==> src/core/led_gray_pkg.sv <==
/*
 Shared constants for the grayscale PWM serial link: command word
 layout, timing counts, host register map and host operations.
 Assumes a 200 MHz system clock on both ends.
*/
package led_gray_pkg;
	localparam int NUM_CHANNELS = 12;
	localparam int SECTIONS     = 16;
	localparam int MAX_DEPTH    = 14;
	localparam int CMD_BITS     = 8;
	localparam int CHAIN_BITS   = NUM_CHANNELS * MAX_DEPTH;

	// Command word layout
	localparam int CFG_DEPTH_POS  = 6;
	localparam int CFG_DIVIDE_POS = 4;
	localparam int CFG_SOURCE_BIT = 3;
	localparam int CFG_INVERT_BIT = 2;
	localparam int CFG_GUARD_POS  = 0;
	localparam logic [1:0] GUARD_VALID = 2'h3;
	localparam logic [7:0] CFG_RESET   = 8'h00;

	// Timing
	localparam int CLK_PERIOD_NS = 5;
	localparam int CLK_MHZ       = 200;
	localparam int OSC_MHZ       = 10;
	localparam int OSC_DIV       = CLK_MHZ / OSC_MHZ;
	localparam int T_CMD_NS      = 15;
	localparam int TCMD_CYCLES   =
		(T_CMD_NS + CLK_PERIOD_NS - 1) / CLK_PERIOD_NS;
	localparam int SCLK_LOW_CYCLES  = 4;
	localparam int SCLK_HIGH_CYCLES = 10;

	// Host register map
	localparam logic [7:0] ADDR_CONTROL = 8'h00;
	localparam logic [7:0] ADDR_DATA    = 8'h04;
	localparam logic [7:0] ADDR_LENGTH  = 8'h08;
	localparam logic [7:0] ADDR_STATUS  = 8'h0c;

	typedef enum logic [1:0] {
		OP_NONE,
		OP_CMD_ENTRY,
		OP_LATCH,
		OP_SHIFT
	} host_op_t;
endpackage

==> src/core/led_gray_if.sv <==
/*
 Serial link between host controller and PWM device.
 Assumes both ends run on the same clk; the bench joins them.
*/
`timescale 1ns/1ps
interface led_gray_if;
	logic serialClockIn;
	logic serialDataIn;
	logic serialClockChainOut;
	logic serialDataChainOut;

	modport device (
		input  serialClockIn,
		input  serialDataIn,
		output serialClockChainOut,
		output serialDataChainOut
	);
	modport host (
		output serialClockIn,
		output serialDataIn,
		input  serialClockChainOut,
		input  serialDataChainOut
	);
endinterface

==> src/core/led_gray_device.sv <==
/*
 Twelve-channel grayscale PWM device with serial front end, command
 mode, single-rise latch, clock selection and section-spread PWM.
 Assumes link inputs synchronous to clk and a host that returns the
 data line low one cycle after each serial clock rise.
*/
// What this block does
// - Spread on-time over 16 equal sections
// - Two data rises in high phase: command mode
// - Shift in 8-bit command word in command mode
// - One data rise latches command, leaves command mode
// - Same single-rise latch loads grayscale values
// - Sample data on serial clock rise
// - Host sends words MSB first
// - Depth field selects 8/10/12/14-bit counter
// - Divide field divides grayscale clock 1/2/4/8
// - Source bit: internal 10 MHz or serial clock
// - Polarity bit inverts PWM outputs
// - Apply command only when guard equals 11
// - Host waits 15 ns before pattern edges
// - Host resends configuration after restart (led_gray_host has no such step; config returns to CFG_RESET)
// - Chained devices all detect each pattern, one cycle apart
// - Grayscale word width follows configured depth
// - Chain: one entry, all data, one latch
// - Period is two to the depth cycles
// - Value N gives N on-cycles per period
`timescale 1ns/1ps
module led_gray_device (
	input  wire logic                    clk,
	input  wire logic                    rst,
	led_gray_if.device                   link,
	output logic [led_gray_pkg::NUM_CHANNELS-1:0] pwmOut,
	output logic                         commandMode,
	output logic [7:0]                   activeConfig
);

	function automatic logic [3:0] depth_bits(input logic [1:0] sel);
		return 4'd8 + {1'b0, sel, 1'b0};
	endfunction

	logic                                  sclkPrev;
	logic                                  dataPrev;
	logic [1:0]                            riseCount;
	logic                                  sampledBit;
	logic [7:0]                            cmdShift;
	logic [led_gray_pkg::CHAIN_BITS-1:0]   grayShift;
	logic [4:0]                            oscCount;
	logic [2:0]                            divCount;
	logic [13:0]                           pwmCount;
	logic                                  chainClock;
	logic                                  chainData;
	wire [led_gray_pkg::NUM_CHANNELS-1:0]  litVec;

	wire sclk = link.serialClockIn;
	wire din  = link.serialDataIn;

	wire sclkRise = sclk & ~sclkPrev;
	wire sclkFall = ~sclk & sclkPrev;
	wire highHold = sclk & sclkPrev;
	wire dataRise = highHold & din & ~dataPrev;

	// Pattern is judged at the end of the high phase
	wire enterCmd = sclkFall && (riseCount >= 2'd2);
	wire latchEvt = sclkFall && (riseCount == 2'd1);
	// A plain bit is committed only when no pattern rode on its pulse
	wire bitDone  = sclkFall && (riseCount == 2'd0);
	wire grayLatch = latchEvt && !commandMode;

	wire [1:0] depthSel  = activeConfig[led_gray_pkg::CFG_DEPTH_POS +: 2];
	wire [1:0] divideSel = activeConfig[led_gray_pkg::CFG_DIVIDE_POS +: 2];
	wire       srcSerial = activeConfig[led_gray_pkg::CFG_SOURCE_BIT];
	wire       invert    = activeConfig[led_gray_pkg::CFG_INVERT_BIT];
	wire [1:0] guard     = cmdShift[led_gray_pkg::CFG_GUARD_POS +: 2];

	wire [3:0]  depthBits  = depth_bits(depthSel);
	wire [3:0]  sectShift  = depthBits - 4'd4;
	wire [13:0] periodLast = 14'((15'h1 << depthBits) - 15'h1);
	wire [13:0] sectMask   = 14'((15'h1 << sectShift) - 15'h1);
	wire [3:0]  section    = 4'(pwmCount >> sectShift);
	wire [13:0] sectPos    = pwmCount & sectMask;

	wire [7:0] chainTop = 8'({4'd0, depthBits} * 8'd12) - 8'd1;
	wire       chainMsb = commandMode ? cmdShift[7] : grayShift[chainTop];

	wire oscTick = (oscCount == 5'(led_gray_pkg::OSC_DIV - 1));
	wire srcTick = srcSerial ? sclkRise : oscTick;
	wire [2:0] divMask = 3'((4'h1 << divideSel) - 4'h1);
	wire gsTick = srcTick && ((divCount & divMask) == divMask);

	assign link.serialClockChainOut = chainClock;
	assign link.serialDataChainOut  = chainData;

	always_ff @(posedge clk) begin
		if (rst) begin
			sclkPrev <= 1'b0;
			dataPrev <= 1'b0;
		end else begin
			sclkPrev <= sclk;
			dataPrev <= din;
		end
	end

	always_ff @(posedge clk) begin
		if (rst) begin
			riseCount <= 2'd0;
		end else if (sclkRise) begin
			riseCount <= 2'd0;
		end else if (dataRise && riseCount != 2'd3) begin
			riseCount <= riseCount + 2'd1;
		end
	end

	always_ff @(posedge clk) begin
		if (rst) begin
			sampledBit <= 1'b0;
		end else if (sclkRise) begin
			sampledBit <= din;
		end
	end

	// MSB arrives first, so it ends up highest in the chain
	always_ff @(posedge clk) begin
		if (rst) begin
			cmdShift  <= 8'h00;
			grayShift <= '0;
		end else if (bitDone && commandMode) begin
			cmdShift <= {cmdShift[6:0], sampledBit};
		end else if (bitDone) begin
			grayShift <= {grayShift[led_gray_pkg::CHAIN_BITS-2:0],
				sampledBit};
		end
	end

	always_ff @(posedge clk) begin
		if (rst) begin
			commandMode <= 1'b0;
		end else if (enterCmd) begin
			commandMode <= 1'b1;
		end else if (latchEvt) begin
			commandMode <= 1'b0;
		end
	end

	always_ff @(posedge clk) begin
		if (rst) begin
			activeConfig <= led_gray_pkg::CFG_RESET;
		end else if (latchEvt && commandMode &&
			guard == led_gray_pkg::GUARD_VALID) begin
			activeConfig <= cmdShift;
		end
	end

	// Pass clock on one cycle late, and high-phase data with it (else the chain's top bit),
	// so every chained device sees the same patterns a fixed lag apart.
	always_ff @(posedge clk) begin
		if (rst) begin
			chainClock <= 1'b0;
			chainData  <= 1'b0;
		end else begin
			chainClock <= sclk;
			chainData  <= highHold ? din : chainMsb;
		end
	end

	always_ff @(posedge clk) begin
		if (rst || oscTick) begin
			oscCount <= 5'd0;
		end else begin
			oscCount <= oscCount + 5'd1;
		end
	end

	always_ff @(posedge clk) begin
		if (rst) begin
			divCount <= 3'd0;
		end else if (srcTick) begin
			divCount <= divCount + 3'd1;
		end
	end

	// A shrinking depth may leave the count above the new period
	always_ff @(posedge clk) begin
		if (rst) begin
			pwmCount <= 14'd0;
		end else if (gsTick) begin
			if (pwmCount >= periodLast) begin
				pwmCount <= 14'd0;
			end else begin
				pwmCount <= pwmCount + 14'd1;
			end
		end
	end

	// Channel k takes slot k; the first word sent lands in channel 11.
	// Each section gets N/16 cycles, the first N%16 sections one more.
	for (genvar ch = 0; ch < led_gray_pkg::NUM_CHANNELS; ch++) begin : g_chan
		logic [13:0] level;
		wire [13:0] slot  = 14'(grayShift >> (ch * depthBits));
		wire [13:0] share = {4'd0, level[13:4]} +
			{13'd0, (section < level[3:0])};
		wire        lit   = sectPos < share;

		always_ff @(posedge clk) begin
			if (rst) begin
				level <= 14'd0;
			end else if (grayLatch) begin
				level <= slot & periodLast;
			end
		end

		assign litVec[ch] = lit;
	end

	// One register for all channels keeps a single driver on pwmOut
	always_ff @(posedge clk) begin
		if (rst) begin
			pwmOut <= '0;
		end else begin
			pwmOut <= litVec ^ {led_gray_pkg::NUM_CHANNELS{invert}};
		end
	end

endmodule

==> src/flat_wrapper.sv <==
// flat-port wrapper written by rule: the top's interface ports become plain ports
module led_gray_device_flat 
  (clk, rst, pwmOut, commandMode, activeConfig, link_serialClockIn, link_serialDataIn, link_serialClockChainOut, link_serialDataChainOut);
  led_gray_if link_i ();
  input  wire logic clk;
  input  wire logic rst;
  output logic [led_gray_pkg::NUM_CHANNELS-1:0] pwmOut;
  output logic commandMode;
  output logic [7:0] activeConfig;
  input wire logic [$bits(link_i.serialClockIn)-1:0] link_serialClockIn;
  input wire logic [$bits(link_i.serialDataIn)-1:0] link_serialDataIn;
  output wire logic [$bits(link_i.serialClockChainOut)-1:0] link_serialClockChainOut;
  output wire logic [$bits(link_i.serialDataChainOut)-1:0] link_serialDataChainOut;
  assign link_i.serialClockIn = link_serialClockIn;
  assign link_i.serialDataIn = link_serialDataIn;
  assign link_serialClockChainOut = link_i.serialClockChainOut;
  assign link_serialDataChainOut = link_i.serialDataChainOut;
  led_gray_device u_core (.clk(clk), .rst(rst), .link(link_i), .pwmOut(pwmOut), .commandMode(commandMode), .activeConfig(activeConfig));
endmodule
==> config.mk <==
export PLATFORM = sky130hd
export DESIGN_NAME = led_gray_device_flat
export DESIGN_NICKNAME = d
export VERILOG_FILES = /design/src/core/led_gray_pkg.sv /design/src/core/led_gray_if.sv /design/src/core/led_gray_device.sv /design/src/flat_wrapper.sv
export SDC_FILE = /design/constraint.sdc
export NUM_CORES = 1
export LEC_CHECK = 0
export BUFFER_PORTS_ARGS = -buffer_cell sky130_fd_sc_hd__buf_2
export CAP_MARGIN = 10
export CELL_PAD_IN_SITES_DETAIL_PLACEMENT = 1
export CELL_PAD_IN_SITES_GLOBAL_PLACEMENT = 1
export CORE_MARGIN = 4
export CORE_UTILIZATION = 35
export DETAILED_ROUTE_END_ITERATION = 10
export GPL_TIMING_DRIVEN = 1
export PLACE_DENSITY_LB_ADDON = 0.1
export SYNTH_ARGS = -nofsm -noshare
export SYNTH_HDL_FRONTEND = slang
export SYNTH_SLANG_ARGS = --single-unit
==> constraint.sdc <==
create_clock -name clk -period 9.7 [get_ports clk]
set_input_delay 0.485 -clock clk [delete_from_list [all_inputs] [get_ports clk]]
set_output_delay 0.485 -clock clk [all_outputs]
set_load 0.03 [all_outputs]
==> reports/qor_table.md, run 1 <==
| Result | This run |
|:---|:---|
| Setup WS pre-CTS | 4.50 ns |
| Finished Core Util | 37.8% |
| Critical path's largest stage delay | 0.73 ns |
| CTS Buf Count | 51 |
| Power density normalized to cell area | 101 mW/mm^2 |
| Routed wire length | 159000 um |
| TritonCTS clock tree | built |
| YS warnings | 0 |
| Critical R2R Launch | u_core.activeConfig[6] |
| Number of iterations in the first detailed-routing pass | 5 |
| Count of flip-flops with a built-in enable after synthesis | 0 |
| Core Rows | 115 |
| Residual DRC | 0 |
| Post-Place Cells | 5060 |
| CP required | 10.19 ns |
| Area share of the largest cell type after synthesis | 22.5% |
| Worst ir drop on vdd | 0.120 mV |
| Layout-stage area growth over the synthesis result | 6.98% |
| Placed Area | 0.0355 mm^2 |
| H-tree levels | 2 |
| Final Max Slew Viols | 0 |
| Leakage | 12.5 nW |
| Via count | 32600 |
| Commonest cells in the synthesized netlist | sky130_fd_sc_hd__nand2_1, sky130_fd_sc_hd__dfxtp_1, sky130_fd_sc_hd__nor2_1 |
| PortBufs | 26 |
| GRT Total Usage | 29.9% |
| Ranking of synthesized cells by area | sky130_fd_sc_hd__dfxtp_1, sky130_fd_sc_hd__mux4_2, sky130_fd_sc_hd__ha_1, sky130_fd_sc_hd__nand2_1, sky130_fd_sc_hd__a21oi_1 |
| Dpl hpwl | 109000 um |
| Gpl congestion | 0.919 |
| Proportion of synthesized chip area in sequential cells | 22.5% |
| Library cell contributing the largest single delay on the critical path | sky130_fd_sc_hd__buf_4 |
| Top-count cell post-synth | sky130_fd_sc_hd__nand2_1 |
| Starting utilization of the core area | 35.4% |
| Synth unique cells | 80 |
| Vias in the first global route | 31700 |
| Count of boundary I/O pins | 27 |
| Antenna-violating nets left | 0 |
| Cell accounting for the most synthesized area | sky130_fd_sc_hd__dfxtp_1 |
| Tcrit/Tclk final | 54.5% |
| Async set-or-reset flop fraction in the synthesized netlist | 0% |
| Final Hold Viols | 0 |
| Startpoint of the most critical hold path | link_serialClockIn |
| Global routing met1 resource utilization | 42.3% |
| Synthesized area per cell | 8.64 um^2 |
| Height of the die | 324 um |
| Largest net degree at the start of global routing | 154 |
| RSZ-0062 raised after global routing | false |
| Clock net sink count | 393 |
| Clk_skew | 0.0433 ns |
| Global Route met2 Usage | 43.3% |
| Relative slew slack | 12.4% |
| Number of cells traversed by the worst hold path | 2 |
| # Max-Cap Violations | 0 |
| Overall die area | 0.105 mm^2 |
| Number of antenna violations at the first check in global routing | 9 |
| Finished Cell Area | 0.0374 mm^2 |
| Final worst setup slack | 4.41 ns |
| Setup violation total in the final timing report | 0 |
| Path depth of the worst reg2reg path | 12 |
| Capturing element type of the critical path | register |
| Hold Crit Class | in -> reg |
| Die Span X | 324 um |
| Post-Synthesis Cell Area | 0.0349 mm^2 |
| CP dominant cell by count | sky130_fd_sc_hd__buf_4 |
| Total of flip-flops plus latches after synthesis | 393 |
| CP max FO | 62 |
| Startpoint class of the critical path | register |
| Maximum clock frequency | 189 MHz |
| Min-Delay Endpoint | u_core.sclkPrev |
| Global-route layer with the greatest usage | met2 |
| Quantity of hold-fixing buffers added after cts | 0 |
| First-pass GRT wire length | 231000 um |
| Data arrival time of the critical path | 5.78 ns |
| Gate Count Post-Synth | 4040 |
| Total chip power | 3.78 mW |
| Final hold slack | 0.116 ns |
| Core Footprint | 0.0987 mm^2 |
| Clock latency on the worst-skew pair | 0.68 ns |
| Run status | finished clean |
| R2R setup slack | 4.41 ns |
| Pin slew with the least headroom to its limit | 1.31 ns |
| Layout cell share with drive strength beyond 1 | 16.2% |
| Final global-route overflow total | 0 |
| CP cell instances | inv_2 -> buf_4 -> ha_4 -> buf_4 -> buf_4 -> nand2_1 -> o221ai_1 -> o21ai_0 -> a32o_1 -> o311a_1 -> a311oi_1 -> nor3_1 |
| Routed via count divided by cell count | 6.32 |
| Met3 Use GR | 8.92% |
| Clk pin slew, worst setup/hold paths | 0.06 ns |
| Endpoint of the most critical register-to-register path | u_core.link.serialDataChainOut |
| Number of design-rule violations left by the first detailed-router iteration | 3476 |
| Period minus WS final | 5.29 ns |
| Setup TNS | 0 ns |
| Path type of the worst setup path | reg -> reg |
| Post-cts resize count | 0 |
| Total of fill cells in the finished design | 11500 |
| Count of placed standard cells in the final layout, fillers left out | 5160 |
| Final #Nets | 4033 |
| Cell at the root of the clock tree | sky130_fd_sc_hd__clkbuf_16 |
| Clock buffer depth | 3 |
| Primary FF master, synth | sky130_fd_sc_hd__dfxtp_1 |
| Number of setup buffers added after CTS | 0 |
| Final routed wire length divided by cell count | 30.7 um |
## cell type report
type                            instances  area (um^2)  area share [%]
Multi-Input combinational cell       3166        24800            66.3
Clock buffer                           75         1520            4.06
Clock inverter                         21          284           0.760
Inverter                               77          289           0.774
Timing Repair Buffer                  137         1020            2.74
Antenna cell                            4         10.0          0.0268
Sequential cell                       393         7880            21.1
Tap cell                             1287         1610            4.31
## where the power goes
group	internal, mW	switching [mW]
Sequential	1.62	0.00304
Clock	1.22	0.846
Combinational	0.0197	0.0714
## critical path, delay by kind of cell, from the launching register on
family | cells | cell delay [ns]
adders and majority gates | 1 | 0.58
and+or+nand+nor | 2 | 0.50
buffers and inverters | 4 | 2.24
AOI/OAI and AO/OA | 5 | 1.34
DFF | 1 | 0.40
## state kept, by name (all words and copies together) (netlist names)
signal and count:
u_core.g_chan.level 168, u_core.grayShift 168, u_core.pwmCount 14, u_core.pwmOut 12, u_core.activeConfig 8, u_core.cmdShift 8
u_core.oscCount 5, u_core.divCount 3, u_core.riseCount 2, u_core.commandMode 1, u_core.dataPrev 1, u_core.link.serialDataChainOut 1
u_core.sampledBit 1, u_core.sclkPrev 1
## placed cells by master, fill, tap and decap left out, drive strengths merged, types with 35 or more instances in the layout
cell / instances
a211oi: 81
a21oi: 390
a22oi: 40
buf: 137
clkbuf: 75
dfxtp: 393
ha: 203
inv: 79
mux2: 57
mux2i: 169
mux4: 319
nand2: 669
nand3: 115
nor2: 393
nor2b: 35
nor3: 51
o211ai: 50
o21ai: 149
xnor2: 57
xor2: 76
## kinds of logic (layout without fill, tap and decap cells)
logic type,after synthesis,count (layout),share of synthesized area (%)
flops,393,393,22.5
other cells,1,16,0.0107
mux,545,545,27.4
xor+xnor,133,133,3.36
buf+inv,492,310,6.95
compound gates,894,894,15.8
simple gates,1379,1379,16.6
fa+ha+maj,203,203,7.27
## layer usage
metal / wire [um] / share of wire, %
met2: 66100 / 42
met4: 6080 / 3.8
met3: 16700 / 11
met5: 40 / 0.025
met1: 69700 / 44
## worst max path at each step
| stage | startpoint | slack, ns | depth (start not counted) | to |
|---|---|---|---|---|
| final | u_core.activeConfig[6] | 4.41 | 12 | u_core.link.serialDataChainOut |
| after global routing | u_core.activeConfig[6] | 4.22 | 12 | u_core.link.serialDataChainOut |
| after CTS | u_core.activeConfig[6] | 4.46 | 12 | u_core.link.serialDataChainOut |
| after detailed placement | u_core.activeConfig[6] | 4.50 | 12 | u_core.link.serialDataChainOut |
| after global placement | u_core.activeConfig[6] | 4.50 | 12 | u_core.link.serialDataChainOut |
| after floorplan | u_core.activeConfig[6] | 4.41 | 26 | u_core.pwmOut[10] |
(Power assumes the default switching activity.)
==> inputs of run 2 (changes only) <==
==> constraint.sdc (replaced) <==
create_clock -name clk -period 4.5 [get_ports clk]
set_input_delay 0.225 -clock clk [delete_from_list [all_inputs] [get_ports clk]]
set_output_delay 0.225 -clock clk [all_outputs]
set_load 0.03 [all_outputs]
==> reports/qor_table.md, run 2 (synthesis gave the netlist of run 1 again) <==
| Result | This run | Change |
|:---|:---|:---|
| Run status | finished clean |  |
| Residual DRC | 0 | unchanged |
| Path depth of the worst reg2reg path | 20 | +8 |
| GRT Total Usage | 29.8% | -0.035 points |
| Leakage | 12.8 nW | +2.5% |
| H-tree levels | 2 | unchanged |
| Leading cell types in the layout, fill and taps excluded | sky130_fd_sc_hd__nand2_1, sky130_fd_sc_hd__dfxtp_1, sky130_fd_sc_hd__a21oi_1 |  |
| Clk_skew | 0.0150 ns | -0.0283 ns |
| Total chip power | 7.93 mW | +110% |
| Relative slew slack | 22.1% | +9.7 points |
| Worst ir drop on vdd | 0.261 mV | +120% |
| Sequential share of power | 44.1% | +1.2 points |
| Final global-route overflow total | 0 | unchanged |
| Layout cell share with drive strength beyond 1 | 18.4% | +2.2 points |
| Post-Place Cells | 5113 | +1.0% |
| Maximum clock frequency | 237 MHz | +25% |
| Number of antenna violations at the first check in global routing | 7 | -2 |
| Core Rows | 115 | unchanged |
| R2R setup slack | 0.27 ns | -4.14 ns |
| Tcrit/Tclk final | 94.0% | +39 points |
| Number of design-rule violations left by the first detailed-router iteration | 3899 | +12% |
| Gpl congestion | 0.950 | +3.4% |
| Dpl hpwl | 115000 um | +4.9% |
| Number of cells traversed by the worst hold path | 3 | +1 |
| Routed via count divided by cell count | 6.31 | -0.20% |
| Clock group share of total power | 53.3% | -1.4 points |
| Overall die area | 0.105 mm^2 | unchanged |
| Count of placed standard cells in the final layout, fillers left out | 5221 | +1.2% |
| Routed wire length | 160000 um | +0.70% |
| Clock buffer depth | 3 | unchanged |
| Setup violation total in the final timing report | 0 | unchanged |
| Starting utilization of the core area | 35.4% | unchanged |
| Startpoint class of the critical path | register |  |
| Clock latency on the worst-skew pair | 0.64 ns | -0.04 ns |
| Cell-internal power | 6.00 mW | +110% |
| Clk pin slew, worst setup/hold paths | 0.06 ns | about the same |
| Clock net sink count | 393 | unchanged |
| Largest net degree at the start of global routing | 166 | +7.8% |
| # Max-Cap Violations | 0 | unchanged |
| CTS Buf Count | 50 | -2.0% |
| Path type of the worst setup path | reg -> reg |  |
| Final Hold Viols | 0 | unchanged |
| CP cell instances | mux4_2 -> buf_12 -> buf_6 -> ha_1 -> a21boi_0 -> o21ai_1 -> nand2b_1 -> a21oi_2 -> ha_2 -> ha_2 -> nand3_1 -> xor2_1 -> ha_1 -> a21oi_1 -> nand2_1 -> a21oi_1 -> o21ai_0 -> a2111oi_2 -> xnor2_1 -> nor2_1 |  |
| Count of boundary I/O pins | 27 | unchanged |
| Number of iterations in the first detailed-routing pass | 5 | unchanged |
| Regs by FF count | u_core.g_chan.level (168), u_core.grayShift (168), u_core.pwmCount (14) |  |
| CP max FO | 7 | -89% |
| Min-Delay Endpoint | u_core.sclkPrev |  |
| Layout-stage area growth over the synthesis result | 9.19% |  |
| Data arrival time of the critical path | 4.72 ns | -1.06 ns |
| Die Span X | 324 um | unchanged |
| PortBufs | 26 | unchanged |
| Capturing element type of the critical path | register |  |
| Share of power burned in combinational logic | 2.6% | +0.2 points |
| Switching component of the power | 1.93 mW | +110% |
| Pin slew with the least headroom to its limit | 1.16 ns | -0.149 ns |
| Period minus WS final | 4.23 ns | -1.06 ns |
| Final Max Slew Viols | 0 | unchanged |
| Cell at the root of the clock tree | sky130_fd_sc_hd__clkbuf_16 |  |
| Library cell contributing the largest single delay on the critical path | sky130_fd_sc_hd__mux4_2 |  |
| Leading cell type in the layout, fill and taps excluded | sky130_fd_sc_hd__nand2_1 |  |
| Via count | 32900 | +0.98% |
| Final routed wire length divided by cell count | 30.6 um | -0.48% |
| Startpoint of the most critical hold path | link_serialClockIn |  |
| Core Footprint | 0.0987 mm^2 | unchanged |
| Hold Crit Class | in -> reg |  |
| Net switching share of the total power | 24.4% | about the same |
| Height of the die | 324 um | unchanged |
| Antenna-violating nets left | 0 | unchanged |
| Final hold slack | 0.398 ns | +0.282 ns |
| Endpoint of the most critical register-to-register path | u_core.pwmOut[11] |  |
| Final #Nets | 4099 | +1.6% |
| Vias in the first global route | 31900 | +0.49% |
| First-pass GRT wire length | 231000 um | about the same |
| CP required | 4.99 ns | -5.20 ns |
| Critical R2R Launch | u_core.activeConfig[6] |  |
| TritonCTS clock tree | built |  |
| Critical path's largest stage delay | 0.56 ns | -0.17 ns |
| Power density normalized to cell area | 208 mW/mm^2 | +110% |
run 2: changes by cell type in the layout (fill, tap and decap cells not counted), moves of 5 or more:
| cell | previous run | this run |
|---|---|---|
| sky130_fd_sc_hd__buf_4 | 107 | 150 |
| sky130_fd_sc_hd__buf_12 | 4 | 20 |
| sky130_fd_sc_hd__ha_1 | 199 | 183 |
| sky130_fd_sc_hd__ha_2 | 2 | 16 |
| sky130_fd_sc_hd__nor2_1 | 386 | 372 |
| sky130_fd_sc_hd__nor2_2 | 4 | 16 |
| sky130_fd_sc_hd__clkbuf_8 | 15 | 7 |
| sky130_fd_sc_hd__o21ai_0 | 139 | 131 |
| sky130_fd_sc_hd__o21ai_1 | 8 | 16 |
| sky130_fd_sc_hd__clkinv_2 | 8 | 13 |
| sky130_fd_sc_hd__clkinv_4 | 1 | 6 |
run 2: power by group through the flow:
stage	Clock, mW	Sequential [mW]	Combinational (mW)
after floorplan	0	3.58	0.130
after global placement	0	3.57	0.206
after detailed placement	0	3.57	0.207
after CTS	4.34	3.50	0.210
after global routing	4.48	3.50	0.229
final	4.23	3.50	0.208
run 2: timing repair:
action | in CTS | in global routing
setup endpoints to repair | 0 | 12
hold buffers | 3 | 0
endpoints found under the hold margin | 9 | 0
gates resized for setup | 0 | 28
setup buffers | 0 | 10
run 2: final cells by class:
class	count	area, um^2
Fill cell	11400	60600
Tap cell	1287	1610
Inverter	77	289
Timing Repair Buffer	204	1780
Clock buffer	64	1370
Multi-Input combinational cell	3166	24900
Antenna cell	1	2.50
Sequential cell	393	7880
Clock inverter	29	317
run 2: per-stage QoR:
step	setup WS (ns)	area [um^2]	TNS, ns	utilization [%]
floorplan	-0.340	35100	-3.40	-
global placement	0.119	36200	0	36.7
detailed placement	0.0864	36200	0	36.7
CTS	0.0691	38000	0	38.4
global route	-0.00112	38100	-0.00112	38.6
finish	0.272	38100	0	38.6
run 2: worst max path at each step:
stage	from	end	slack, ns	cells after the start
finish	u_core.activeConfig[6]	u_core.pwmOut[11]	0.27	20
global route	u_core.activeConfig[6]	u_core.pwmOut[9]	-0.001	21
CTS	u_core.activeConfig[6]	u_core.pwmOut[8]	0.07	20
detailed placement	u_core.activeConfig[6]	u_core.pwmOut[8]	0.09	20
global placement	u_core.activeConfig[6]	u_core.pwmOut[9]	0.12	16
floorplan	u_core.activeConfig[6]	u_core.pwmOut[10]	-0.34	26
run 2: worst max-delay path: cells and delay by family (launching register included):
| family | cells | cell delay [ns] |
|---|---|---|
| compound gates | 7 | 1.20 |
| xor+xnor | 2 | 0.34 |
| fa+ha+maj | 4 | 0.97 |
| buf+inv | 2 | 0.29 |
| flops | 1 | 0.39 |
| mux | 1 | 0.56 |
| simple gates | 4 | 0.30 |
run 2: per-layer routing:
layer	vias to the layer above	GRT usage (%)	share of wire [%]
li1	14400	-	-
met1	16600	42.6	44
met2	1595	42.8	41
met3	310	9.36	11
met4	2	9.20	3.5
met5	-	0	0.0081
